==> src/verilog/bevc_pkg.sv <==
`default_nettype none
package bevc_pkg;
  localparam int unsigned BEVC_GROUPS = 4;
  localparam int unsigned BEVC_AW = 24;
  localparam int unsigned BEVC_DW = 16;
  localparam int unsigned BEVC_SW = 16;
  localparam int unsigned BEVC_CW = 16;
  localparam int unsigned BEVC_GW = 2;
  // Register address map: addr[7:6] group, addr[5:0] register within group
  localparam logic [7:0] BEVC_GRP_SHIFT = 8'h06;
  localparam logic [5:0] BEVC_R_ADDR_A_LO = 6'h00;
  localparam logic [5:0] BEVC_R_ADDR_A_HI = 6'h01;
  localparam logic [5:0] BEVC_R_ADDR_A_MODE = 6'h02;
  localparam logic [5:0] BEVC_R_ADDR_B_LO = 6'h03;
  localparam logic [5:0] BEVC_R_ADDR_B_HI = 6'h04;
  localparam logic [5:0] BEVC_R_ADDR_B_MODE = 6'h05;
  localparam logic [5:0] BEVC_R_DATA_A = 6'h06;
  localparam logic [5:0] BEVC_R_DATA_A_MASK = 6'h07;
  localparam logic [5:0] BEVC_R_DATA_B = 6'h08;
  localparam logic [5:0] BEVC_R_DATA_B_MASK = 6'h09;
  localparam logic [5:0] BEVC_R_KIND_A = 6'h0a;
  localparam logic [5:0] BEVC_R_KIND_A_MASK = 6'h0b;
  localparam logic [5:0] BEVC_R_KIND_B = 6'h0c;
  localparam logic [5:0] BEVC_R_KIND_B_MASK = 6'h0d;
  localparam logic [5:0] BEVC_R_PROBE = 6'h0e;
  localparam logic [5:0] BEVC_R_PROBE_MASK = 6'h0f;
  localparam logic [5:0] BEVC_R_LIMIT = 6'h10;
  // Global registers, decoded at the same offset in every group space
  localparam logic [5:0] BEVC_R_STATUS = 6'h20;
  localparam logic [5:0] BEVC_R_COUNT = 6'h21;
  // Address mode encodings (2 bits)
  localparam logic [1:0] BEVC_MODE_SINGLE = 2'h0;
  localparam logic [1:0] BEVC_MODE_INSIDE = 2'h1;
  localparam logic [1:0] BEVC_MODE_OUTSIDE = 2'h2;
  localparam logic [1:0] BEVC_MODE_SPAN = 2'h3;
  localparam logic [15:0] BEVC_MASK_RST = 16'hffff;
  localparam logic [15:0] BEVC_ZERO16 = 16'h0000;
endpackage
`default_nettype wire

==> src/verilog/bevc_top.sv <==
// Summary of operation
// - four groups of seven comparators each
// - address comparators see full 24-bit address
// - single, inside range, outside range modes
// - inside range includes both bounds
// - span form without prefix is inside
// - outside matches at/below low, at/above high
// - per-group limits, one shared pass counter
// - run entry loads group zero limit
// - reload plus switch loads target limit
// - data comparators with value and ignore mask
// - form 16-bit cycle status word
// - status comparator matches on enabled bits
// - status word carries cycle attributes
// - matches combine with AND and OR; here match_o carries raw hits and the caller combines them
// - mask ones ignored, overlap means ignored
// - address and limit match exactly, no mask
// - only one group active at a time
// - decrement action counts once per event
//
// The register addresses and strobed register access were decided locally.
`timescale 1ns/10ps
`default_nettype none
module bevc_top (
  input wire logic clk_sys_i,
  input wire logic rst_b_i,
  input wire logic [7:0] reg_addr_i,
  input wire logic [15:0] reg_wdata_i,
  input wire logic reg_wr_i,
  input wire logic reg_rd_i,
  output logic [15:0] reg_rdata_o,
  input wire logic run_mode_i,
  input wire logic cycle_valid_i,
  input wire logic [23:0] cycle_addr_i,
  input wire logic [15:0] cycle_data_i,
  input wire logic [7:0] cpu_status_i,
  input wire logic [7:0] emu_status_i,
  input wire logic [15:0] probe_i,
  input wire logic counter_decrement_action_i,
  input wire logic counter_reload_action_i,
  input wire logic group_switch_action_i,
  input wire logic [1:0] group_switch_target_i,
  output logic [1:0] active_group_o,
  output logic [7:0] match_o,
  output logic match_valid_o,
  output logic [15:0] cycle_kind_word_o,
  output logic [15:0] pass_count_o
);
  localparam int unsigned NG = bevc_pkg::BEVC_GROUPS;

  // Per-group storage
  logic [23:0] addr_a_lo [NG];
  logic [23:0] addr_a_hi [NG];
  logic [23:0] addr_b_lo [NG];
  logic [23:0] addr_b_hi [NG];
  logic [1:0] addr_a_mode [NG];
  logic [1:0] addr_b_mode [NG];
  logic [15:0] data_a [NG];
  logic [15:0] data_a_mask [NG];
  logic [15:0] data_b [NG];
  logic [15:0] data_b_mask [NG];
  logic [15:0] kind_a [NG];
  logic [15:0] kind_a_mask [NG];
  logic [15:0] kind_b [NG];
  logic [15:0] kind_b_mask [NG];
  logic [15:0] probe_val [NG];
  logic [15:0] probe_mask [NG];
  logic [15:0] limit [NG];
  logic [NG-1:0] grp_wr;
  logic [NG-1:0][15:0] grp_rdata;

  wire [1:0] reg_grp = reg_addr_i[7:6];
  wire [5:0] reg_off = reg_addr_i[5:0];

  // Upper address byte sits in mode word bits 11:4, shared by both bounds to save a register
  genvar g;
  generate
    for (g = 0; g < NG; g++) begin : gen_grp
      assign grp_wr[g] = reg_wr_i && (reg_grp == 2'(g));
      always_ff @(posedge clk_sys_i or negedge rst_b_i) begin
        if (!rst_b_i) begin
          addr_a_lo[g] <= 24'h00_0000;
          addr_a_hi[g] <= 24'h00_0000;
          addr_b_lo[g] <= 24'h00_0000;
          addr_b_hi[g] <= 24'h00_0000;
          addr_a_mode[g] <= bevc_pkg::BEVC_MODE_SINGLE;
          addr_b_mode[g] <= bevc_pkg::BEVC_MODE_SINGLE;
          data_a[g] <= bevc_pkg::BEVC_ZERO16;
          data_b[g] <= bevc_pkg::BEVC_ZERO16;
          kind_a[g] <= bevc_pkg::BEVC_ZERO16;
          kind_b[g] <= bevc_pkg::BEVC_ZERO16;
          probe_val[g] <= bevc_pkg::BEVC_ZERO16;
          data_a_mask[g] <= bevc_pkg::BEVC_MASK_RST;
          data_b_mask[g] <= bevc_pkg::BEVC_MASK_RST;
          kind_a_mask[g] <= bevc_pkg::BEVC_MASK_RST;
          kind_b_mask[g] <= bevc_pkg::BEVC_MASK_RST;
          probe_mask[g] <= bevc_pkg::BEVC_MASK_RST;
          limit[g] <= bevc_pkg::BEVC_ZERO16;
        end else if (grp_wr[g]) begin
          unique case (reg_off)
            bevc_pkg::BEVC_R_ADDR_A_LO: addr_a_lo[g][15:0] <= reg_wdata_i;
            bevc_pkg::BEVC_R_ADDR_A_HI: addr_a_hi[g][15:0] <= reg_wdata_i;
            bevc_pkg::BEVC_R_ADDR_A_MODE: begin
              addr_a_mode[g] <= reg_wdata_i[1:0];
              addr_a_lo[g][23:16] <= reg_wdata_i[11:4];
              addr_a_hi[g][23:16] <= reg_wdata_i[11:4];
            end
            bevc_pkg::BEVC_R_ADDR_B_LO: addr_b_lo[g][15:0] <= reg_wdata_i;
            bevc_pkg::BEVC_R_ADDR_B_HI: addr_b_hi[g][15:0] <= reg_wdata_i;
            bevc_pkg::BEVC_R_ADDR_B_MODE: begin
              addr_b_mode[g] <= reg_wdata_i[1:0];
              addr_b_lo[g][23:16] <= reg_wdata_i[11:4];
              addr_b_hi[g][23:16] <= reg_wdata_i[11:4];
            end
            bevc_pkg::BEVC_R_DATA_A: data_a[g] <= reg_wdata_i;
            bevc_pkg::BEVC_R_DATA_A_MASK: data_a_mask[g] <= reg_wdata_i;
            bevc_pkg::BEVC_R_DATA_B: data_b[g] <= reg_wdata_i;
            bevc_pkg::BEVC_R_DATA_B_MASK: data_b_mask[g] <= reg_wdata_i;
            bevc_pkg::BEVC_R_KIND_A: kind_a[g] <= reg_wdata_i;
            bevc_pkg::BEVC_R_KIND_A_MASK: kind_a_mask[g] <= reg_wdata_i;
            bevc_pkg::BEVC_R_KIND_B: kind_b[g] <= reg_wdata_i;
            bevc_pkg::BEVC_R_KIND_B_MASK: kind_b_mask[g] <= reg_wdata_i;
            bevc_pkg::BEVC_R_PROBE: probe_val[g] <= reg_wdata_i;
            bevc_pkg::BEVC_R_PROBE_MASK: probe_mask[g] <= reg_wdata_i;
            bevc_pkg::BEVC_R_LIMIT: limit[g] <= reg_wdata_i;
            default: ;
          endcase
        end
      end
      always_comb begin
        unique case (reg_off)
          bevc_pkg::BEVC_R_ADDR_A_LO: grp_rdata[g] = addr_a_lo[g][15:0];
          bevc_pkg::BEVC_R_ADDR_A_HI: grp_rdata[g] = addr_a_hi[g][15:0];
          bevc_pkg::BEVC_R_ADDR_A_MODE:
            grp_rdata[g] = {4'h0, addr_a_lo[g][23:16], 2'h0, addr_a_mode[g]};
          bevc_pkg::BEVC_R_ADDR_B_LO: grp_rdata[g] = addr_b_lo[g][15:0];
          bevc_pkg::BEVC_R_ADDR_B_HI: grp_rdata[g] = addr_b_hi[g][15:0];
          bevc_pkg::BEVC_R_ADDR_B_MODE:
            grp_rdata[g] = {4'h0, addr_b_lo[g][23:16], 2'h0, addr_b_mode[g]};
          bevc_pkg::BEVC_R_DATA_A: grp_rdata[g] = data_a[g];
          bevc_pkg::BEVC_R_DATA_A_MASK: grp_rdata[g] = data_a_mask[g];
          bevc_pkg::BEVC_R_DATA_B: grp_rdata[g] = data_b[g];
          bevc_pkg::BEVC_R_DATA_B_MASK: grp_rdata[g] = data_b_mask[g];
          bevc_pkg::BEVC_R_KIND_A: grp_rdata[g] = kind_a[g];
          bevc_pkg::BEVC_R_KIND_A_MASK: grp_rdata[g] = kind_a_mask[g];
          bevc_pkg::BEVC_R_KIND_B: grp_rdata[g] = kind_b[g];
          bevc_pkg::BEVC_R_KIND_B_MASK: grp_rdata[g] = kind_b_mask[g];
          bevc_pkg::BEVC_R_PROBE: grp_rdata[g] = probe_val[g];
          bevc_pkg::BEVC_R_PROBE_MASK: grp_rdata[g] = probe_mask[g];
          bevc_pkg::BEVC_R_LIMIT: grp_rdata[g] = limit[g];
          default: grp_rdata[g] = bevc_pkg::BEVC_ZERO16;
        endcase
      end
    end
  endgenerate

  // Address compare function: exact values, no mask
  function automatic logic addr_hit(input logic [1:0] mode, input logic [23:0] lo,
                                    input logic [23:0] hi, input logic [23:0] a);
    logic r;
    r = 1'b0;
    unique case (mode)
      bevc_pkg::BEVC_MODE_SINGLE: r = (a == lo);
      bevc_pkg::BEVC_MODE_INSIDE, bevc_pkg::BEVC_MODE_SPAN:
        r = (a >= lo) && (a <= hi);
      bevc_pkg::BEVC_MODE_OUTSIDE: r = (a <= lo) || (a >= hi);
    endcase
    return r;
  endfunction

  // Masked compare: a one in the mask always wins
  function automatic logic mask_hit(input logic [15:0] v, input logic [15:0] m,
                                    input logic [15:0] x);
    return ((v ^ x) & ~m) == 16'h0000;
  endfunction

  logic [1:0] grp;
  logic [15:0] count;
  logic run_q;
  logic zero_hit;

  // Status word: cpu bits low byte, emulator bits high byte
  wire [15:0] kind_word = {emu_status_i, cpu_status_i};

  // Only the active group's comparators are looked at
  wire hit_aa = addr_hit(addr_a_mode[grp], addr_a_lo[grp], addr_a_hi[grp], cycle_addr_i);
  wire hit_ab = addr_hit(addr_b_mode[grp], addr_b_lo[grp], addr_b_hi[grp], cycle_addr_i);
  wire hit_da = mask_hit(data_a[grp], data_a_mask[grp], cycle_data_i);
  wire hit_db = mask_hit(data_b[grp], data_b_mask[grp], cycle_data_i);
  wire hit_ka = mask_hit(kind_a[grp], kind_a_mask[grp], kind_word);
  wire hit_kb = mask_hit(kind_b[grp], kind_b_mask[grp], kind_word);
  wire hit_pr = mask_hit(probe_val[grp], probe_mask[grp], probe_i);
  wire run_rise = run_mode_i && !run_q;
  // Reload wins over decrement when both fire
  wire do_reload = cycle_valid_i && counter_reload_action_i && group_switch_action_i;
  wire do_dec = cycle_valid_i && counter_decrement_action_i && !do_reload && !zero_hit;
  wire [15:0] next_count = run_rise ? limit[0] :
                           do_reload ? limit[group_switch_target_i] :
                           do_dec ? count - 16'h0001 : count;
  wire [1:0] next_grp = run_rise ? 2'h0 :
                        (cycle_valid_i && group_switch_action_i) ? group_switch_target_i : grp;

  always_ff @(posedge clk_sys_i or negedge rst_b_i) begin
    if (!rst_b_i) begin
      run_q <= 1'b0;
      grp <= 2'h0;
      count <= bevc_pkg::BEVC_ZERO16;
      zero_hit <= 1'b0;
    end else begin
      run_q <= run_mode_i;
      grp <= next_grp;
      count <= next_count;
      // Latches at zero, cleared only by run entry or a reload
      if (run_rise || do_reload) begin
        zero_hit <= 1'b0;
      end else if (do_dec && count == 16'h0001) begin
        zero_hit <= 1'b1;
      end
    end
  end

  // Match vector registered once per bus cycle; AND/OR is the caller's
  always_ff @(posedge clk_sys_i or negedge rst_b_i) begin
    if (!rst_b_i) begin
      match_o <= 8'h00;
      match_valid_o <= 1'b0;
      cycle_kind_word_o <= bevc_pkg::BEVC_ZERO16;
      reg_rdata_o <= bevc_pkg::BEVC_ZERO16;
      active_group_o <= 2'h0;
      pass_count_o <= bevc_pkg::BEVC_ZERO16;
    end else begin
      match_valid_o <= cycle_valid_i;
      if (cycle_valid_i) begin
        match_o <= {zero_hit, hit_pr, hit_kb, hit_ka, hit_db, hit_da, hit_ab, hit_aa};
        cycle_kind_word_o <= kind_word;
      end
      active_group_o <= next_grp;
      pass_count_o <= next_count;
      if (reg_rd_i) begin
        if (reg_off == bevc_pkg::BEVC_R_STATUS) begin
          reg_rdata_o <= {13'h0000, zero_hit, grp};
        end else if (reg_off == bevc_pkg::BEVC_R_COUNT) begin
          reg_rdata_o <= count;
        end else begin
          reg_rdata_o <= grp_rdata[reg_grp];
        end
      end else begin
        reg_rdata_o <= bevc_pkg::BEVC_ZERO16;
      end
    end
  end

  property p_run_load;
    @(posedge clk_sys_i) disable iff (!rst_b_i)
    run_rise |=> count == $past(limit[0]);
  endproperty
  a_run_load: assert property (p_run_load) else $error("run entry load wrong");
  property p_reload;
    @(posedge clk_sys_i) disable iff (!rst_b_i)
    do_reload && !run_rise |=> count == $past(limit[group_switch_target_i]) && !zero_hit;
  endproperty
  a_reload: assert property (p_reload) else $error("reload wrong");
  property p_dec;
    @(posedge clk_sys_i) disable iff (!rst_b_i)
    do_dec && !run_rise |=> count == $past(count) - 16'h0001;
  endproperty
  a_dec: assert property (p_dec) else $error("decrement");
  property p_zero;
    @(posedge clk_sys_i) disable iff (!rst_b_i)
    zero_hit && !run_rise && !do_reload |=> zero_hit;
  endproperty
  a_zero: assert property (p_zero) else $error("limit dropped");
  property p_grp;
    @(posedge clk_sys_i) disable iff (!rst_b_i)
    !run_rise && !(cycle_valid_i && group_switch_action_i) |=> $stable(grp);
  endproperty
  a_grp: assert property (p_grp) else $error("group changed");
  property p_valid;
    @(posedge clk_sys_i) disable iff (!rst_b_i)
    cycle_valid_i |=> match_valid_o;
  endproperty
  a_valid: assert property (p_valid) else $error("no match slot");
  property p_single;
    @(posedge clk_sys_i) disable iff (!rst_b_i)
    cycle_valid_i && addr_a_mode[grp] == bevc_pkg::BEVC_MODE_SINGLE
      && cycle_addr_i == addr_a_lo[grp] |=> match_o[0];
  endproperty
  a_single: assert property (p_single) else $error("single miss");
  property p_inside;
    @(posedge clk_sys_i) disable iff (!rst_b_i)
    cycle_valid_i && addr_b_mode[grp] == bevc_pkg::BEVC_MODE_INSIDE
      && cycle_addr_i == addr_b_hi[grp] |=> match_o[1];
  endproperty
  a_inside: assert property (p_inside) else $error("bound miss");
  property p_outside;
    @(posedge clk_sys_i) disable iff (!rst_b_i)
    cycle_valid_i && addr_b_mode[grp] == bevc_pkg::BEVC_MODE_OUTSIDE
      && cycle_addr_i == addr_b_lo[grp] |=> match_o[1];
  endproperty
  a_outside: assert property (p_outside) else $error("outside bound miss");
  property p_mask;
    @(posedge clk_sys_i) disable iff (!rst_b_i)
    cycle_valid_i && data_a_mask[grp] == 16'hffff |=> match_o[2];
  endproperty
  a_mask: assert property (p_mask) else $error("mask");
endmodule
`default_nettype wire

==> config.mk <==
export PLATFORM = sky130hd
export DESIGN_NAME = bevc_top
export DESIGN_NICKNAME = d
export VERILOG_FILES = /design/src/verilog/bevc_pkg.sv /design/src/verilog/bevc_top.sv
export SDC_FILE = /design/constraint.sdc
export NUM_CORES = 2
export LEC_CHECK = 0
export BUFFER_PORTS_ARGS = -buffer_cell sky130_fd_sc_hd__buf_2
export CORE_MARGIN = 2
export CORE_UTILIZATION = 40
export DETAILED_ROUTE_END_ITERATION = 8
export PLACE_DENSITY = 0.51
export SETUP_SLACK_MARGIN = 0.4
export SLEW_MARGIN = 10
export SYNTH_ARGS = -nofsm -noshare
export SYNTH_HDL_FRONTEND = slang
export SYNTH_SLANG_ARGS = --single-unit
==> constraint.sdc <==
create_clock -name clk_sys_i -period 5.5 [get_ports clk_sys_i]
set_input_delay 0.275 -clock clk_sys_i [delete_from_list [all_inputs] [get_ports clk_sys_i]]
set_output_delay 0.275 -clock clk_sys_i [all_outputs]
set_load 0.005 [all_outputs]
==> results.sh <==
export IMPL_ys_seq_elements=1101
export IMPL_coreArea_mm2=0.144
export IMPL_intPower_mw=15.3
export IMPL_wirelength_um=300000
export IMPL_clk_pin_slew_ns=0.07
export IMPL_start_util=0.404
export IMPL_hold_class="in -> async"
export IMPL_grt_pass1_vias=43800
export IMPL_combPwrFrac=0.114
export IMPL_multi_input_area_mm2=0.0283
export IMPL_grt_pass1_wl_um=401000
export IMPL_port_buffers=165
export IMPL_h_tree_depth=4
export IMPL_die_area_mm2=0.148
export IMPL_hpwlAfterDp_um=221000
export IMPL_critPathArrivalTime_ns=5.50
export IMPL_leakagePower_nw=28.2
export IMPL_worstPathRequired_ns=6.15
export IMPL_post_route_period_util=0.883
export IMPL_synth_nets=4804
export IMPL_drc=0
export IMPL_rsz0062_at_grt="false"
export IMPL_yosysSeqAreaShare=0.481
export IMPL_vias=46100
export IMPL_cp_max_fo=38
export IMPL_critPathBufInv=1
export IMPL_drt_wirelength_per_cell_um=44.6
export IMPL_vias_per_cell=6.87
export IMPL_crit_path_top_delay_cell="a2111oi_2"
export IMPL_start_kind="flop"
export IMPL_ys_top_cells_by_count="1086 x mux2_2, 781 x dfrtp_1, 320 x dfstp_2, 295 x xnor2_1, 261 x a22oi_1"
export IMPL_cts_sinks=1101
export IMPL_synth_area_mm2=0.0581
export IMPL_nNetsFinal=4884
export IMPL_n_fill_cell=13200
export IMPL_critPathKind="reg -> reg"
export IMPL_grtUsageTotal=0.400
export IMPL_switchingPower_mw=6.06
export IMPL_cts_path_max_buffers=3
export IMPL_finalMaxSlewViolations=0
export IMPL_antenna_found_initial=28
export IMPL_antenna_left=0
export IMPL_area_delta_synth_final_pct=14.0
export IMPL_drive_above_1_share=0.452
export IMPL_end_kind="flop"
export IMPL_cts_root_buf="clkbuf_16"
export IMPL_clock_fmax_mhz=206
export IMPL_hold_viol=0
export IMPL_finalSetupViolations=0
export IMPL_die_w_um=385
export IMPL_path_cells="mux4_2 -> inv_1 -> ha_1 -> nand4_1 -> nor3_1 -> a21boi_0 -> a2111oi_2 -> or3_1 -> a211oi_1 -> a2111oi_0"
export IMPL_cts_resized=0
export IMPL_first_pass_iters=7
export IMPL_tightest_slew_ns=1.41
export IMPL_period_minus_slack_ns=4.86
export IMPL_power_frac_seq=0.435
export IMPL_rows=139
export IMPL_synth_cell_types=78
export IMPL_grt_max_degree=141
export IMPL_synth_flop_cell="dfrtp_1"
export IMPL_tns_ns=0
export IMPL_power_density_mw_per_mm2=323
export IMPL_synth_area_leaders="dfrtp_1 34%, mux2_2 21%, dfstp_2 14%"
export IMPL_slew_headroom=0.0583
export IMPL_critical_path_top_delay_family="compound AO/OA/AOI/OAI gates"
export IMPL_syn_area_per_cell_um2=12.6
export IMPL_synthArstFlopShare=1.00
export IMPL_max_vdd_ir_drop_v=0.000240
export IMPL_fin_skew_ns=0.0315
export IMPL_yosysWarnings=0
export IMPL_cts_buffers=136
export IMPL_maxCapViolCount=0
export IMPL_switching_share=0.284
export IMPL_synth_cells=4615
export IMPL_die_y_um=385
export IMPL_synth_most_common_cell="mux2_2"
export IMPL_grt_ovfl_total=0
export IMPL_crit_path_max_incr_delay_ns=1.09
export IMPL_tritoncts="yes"
export IMPL_status="completed"
export IMPL_clkLatencyLatePin_ns=0.79
export IMPL_p_total_mw=21.4
export IMPL_p_clk_frac=0.451
export IMPL_yosysTopAreaCell="dfrtp_1"
export IMPL_synth_edf_count=0
export IMPL_yosysTopAreaCellShare=0.336
export IMPL_num_io_pins=166
export IMPL_gp_congestion=1.04
export IMPL_dr_first_iter_drc_count=7128
export IMPL_seqCellArea_mm2=0.0280
==> per-layer routing <==
| layer | vias to the layer above | routed length, um | part of all wire | track usage |
|---|---|---|---|---|
| met5 | - | 138 | 0.00046 | 0 |
| met4 | 20 | 17600 | 0.059 | 0.197 |
| met3 | 646 | 37400 | 0.12 | 0.134 |
| met2 | 3327 | 124000 | 0.41 | 0.564 |
| met1 | 24600 | 120000 | 0.40 | 0.549 |
| li1 | 17600 | - | - | - |
==> flip-flops by register name (all words and copies together), names as in the netlist, 2 cells and up <==
signal	count
active_group_o	2
addr_a_hi	72
addr_a_lo	88
addr_a_mode	8
addr_b_hi	88
addr_b_lo	72
addr_b_mode	8
cycle_kind_word_o	16
data_a	64
data_a_mask	64
data_b	64
data_b_mask	64
kind_a	64
kind_a_mask	64
kind_b	64
kind_b_mask	64
limit	64
match_o	8
pass_count_o	16
probe_mask	64
probe_val	64
reg_rdata_o	16
==> kinds of logic after synthesis <==
kind of cell,after synthesis,share of synthesized area
fa+ha+maj,82,0.0176
compound gates,829,0.104
simple gates,571,0.0497
buf+inv,488,0.0360
mux,1246,0.267
flops,1101,0.481
xor+xnor,298,0.0449
==> power by group through the flow <==
| stage | combinational, mW | sequential (mW) | clock [mW] |
|---|---|---|---|
| after floorplan | 1.34 | 8.98 | 0 |
| after global placement | 2.35 | 9.39 | 0 |
| after detailed placement | 2.36 | 9.39 | 0 |
| after CTS | 2.38 | 9.25 | 9.69 |
| after global routing | 2.53 | 9.31 | 10.0 |
| final | 2.44 | 9.31 | 9.63 |
==> what timing repair did <==
item	in CTS	in global routing
endpoints found under the hold margin	65	0
hold buffers	10	0
buffers inserted	0	0
endpoints found under the setup margin	0	0
==> path summary, 6_finish.rpt <==
path                                        start               endpoint  slack [ns]  cells past startpoint
worst min-delay path                      rst_b_i  cycle_kind_word_o[15]        0.09                      2
min in group clk_sys_i            cpu_status_i[1]   cycle_kind_word_o[1]        0.14                      2
worst max-delay path            active_group_o[0]             match_o[1]        0.64                     10
max in group asynchronous                 rst_b_i          addr_a_hi[50]        3.72                      3
worst min register to register         match_o[6]             match_o[6]        0.48                      1
worst max register to register  active_group_o[0]             match_o[1]        0.64                     10
==> metrics by stage <==
stage	std cells	hold WS (ns)	utilization	instance area [um^2]	setup WS, ns
2_1_floorplan	4615	-0.0206	-	58100	1.51
3_3_place_gp	6450	0.383	0.426	61400	0.893
3_5_place_dp	6450	0.380	0.426	61400	0.898
4_1_cts	6709	0.0772	0.460	66200	0.894
5_1_grt	6710	0.0959	0.460	66200	0.460
6_report	6718	0.0932	0.460	66200	0.643
==> cell type report <==
cell class | instances | share of cell area
Inverter | 89 | 0.00504
Tap cell | 1903 | 0.0359
Timing Repair Buffer | 341 | 0.0377
Antenna cell | 9 | 0.000340
Sequential cell | 1101 | 0.422
Clock buffer | 206 | 0.0610
Multi-Input combinational cell | 3026 | 0.428
Clock inverter | 43 | 0.0101
==> cells in the final DEF, fill, tap and decap left out, drive strengths merged, types with 49 or more instances in the layout <==
cell,synthesis,layout
a21oi,77,77
ha,82,82
o22ai,134,134
nor2,146,146
o21ai,69,69
nand4,55,55
xnor2,295,295
nand3,61,61
a22oi,261,261
mux4,135,135
clkbuf,234,206
buf,165,331
inv,88,92
nand2,167,167
a221oi,50,50
dfrtp,781,781
mux2,1087,1087
a222oi,49,49
dfstp,320,320
No activity file was read; power rests on OpenSTA's default activity.
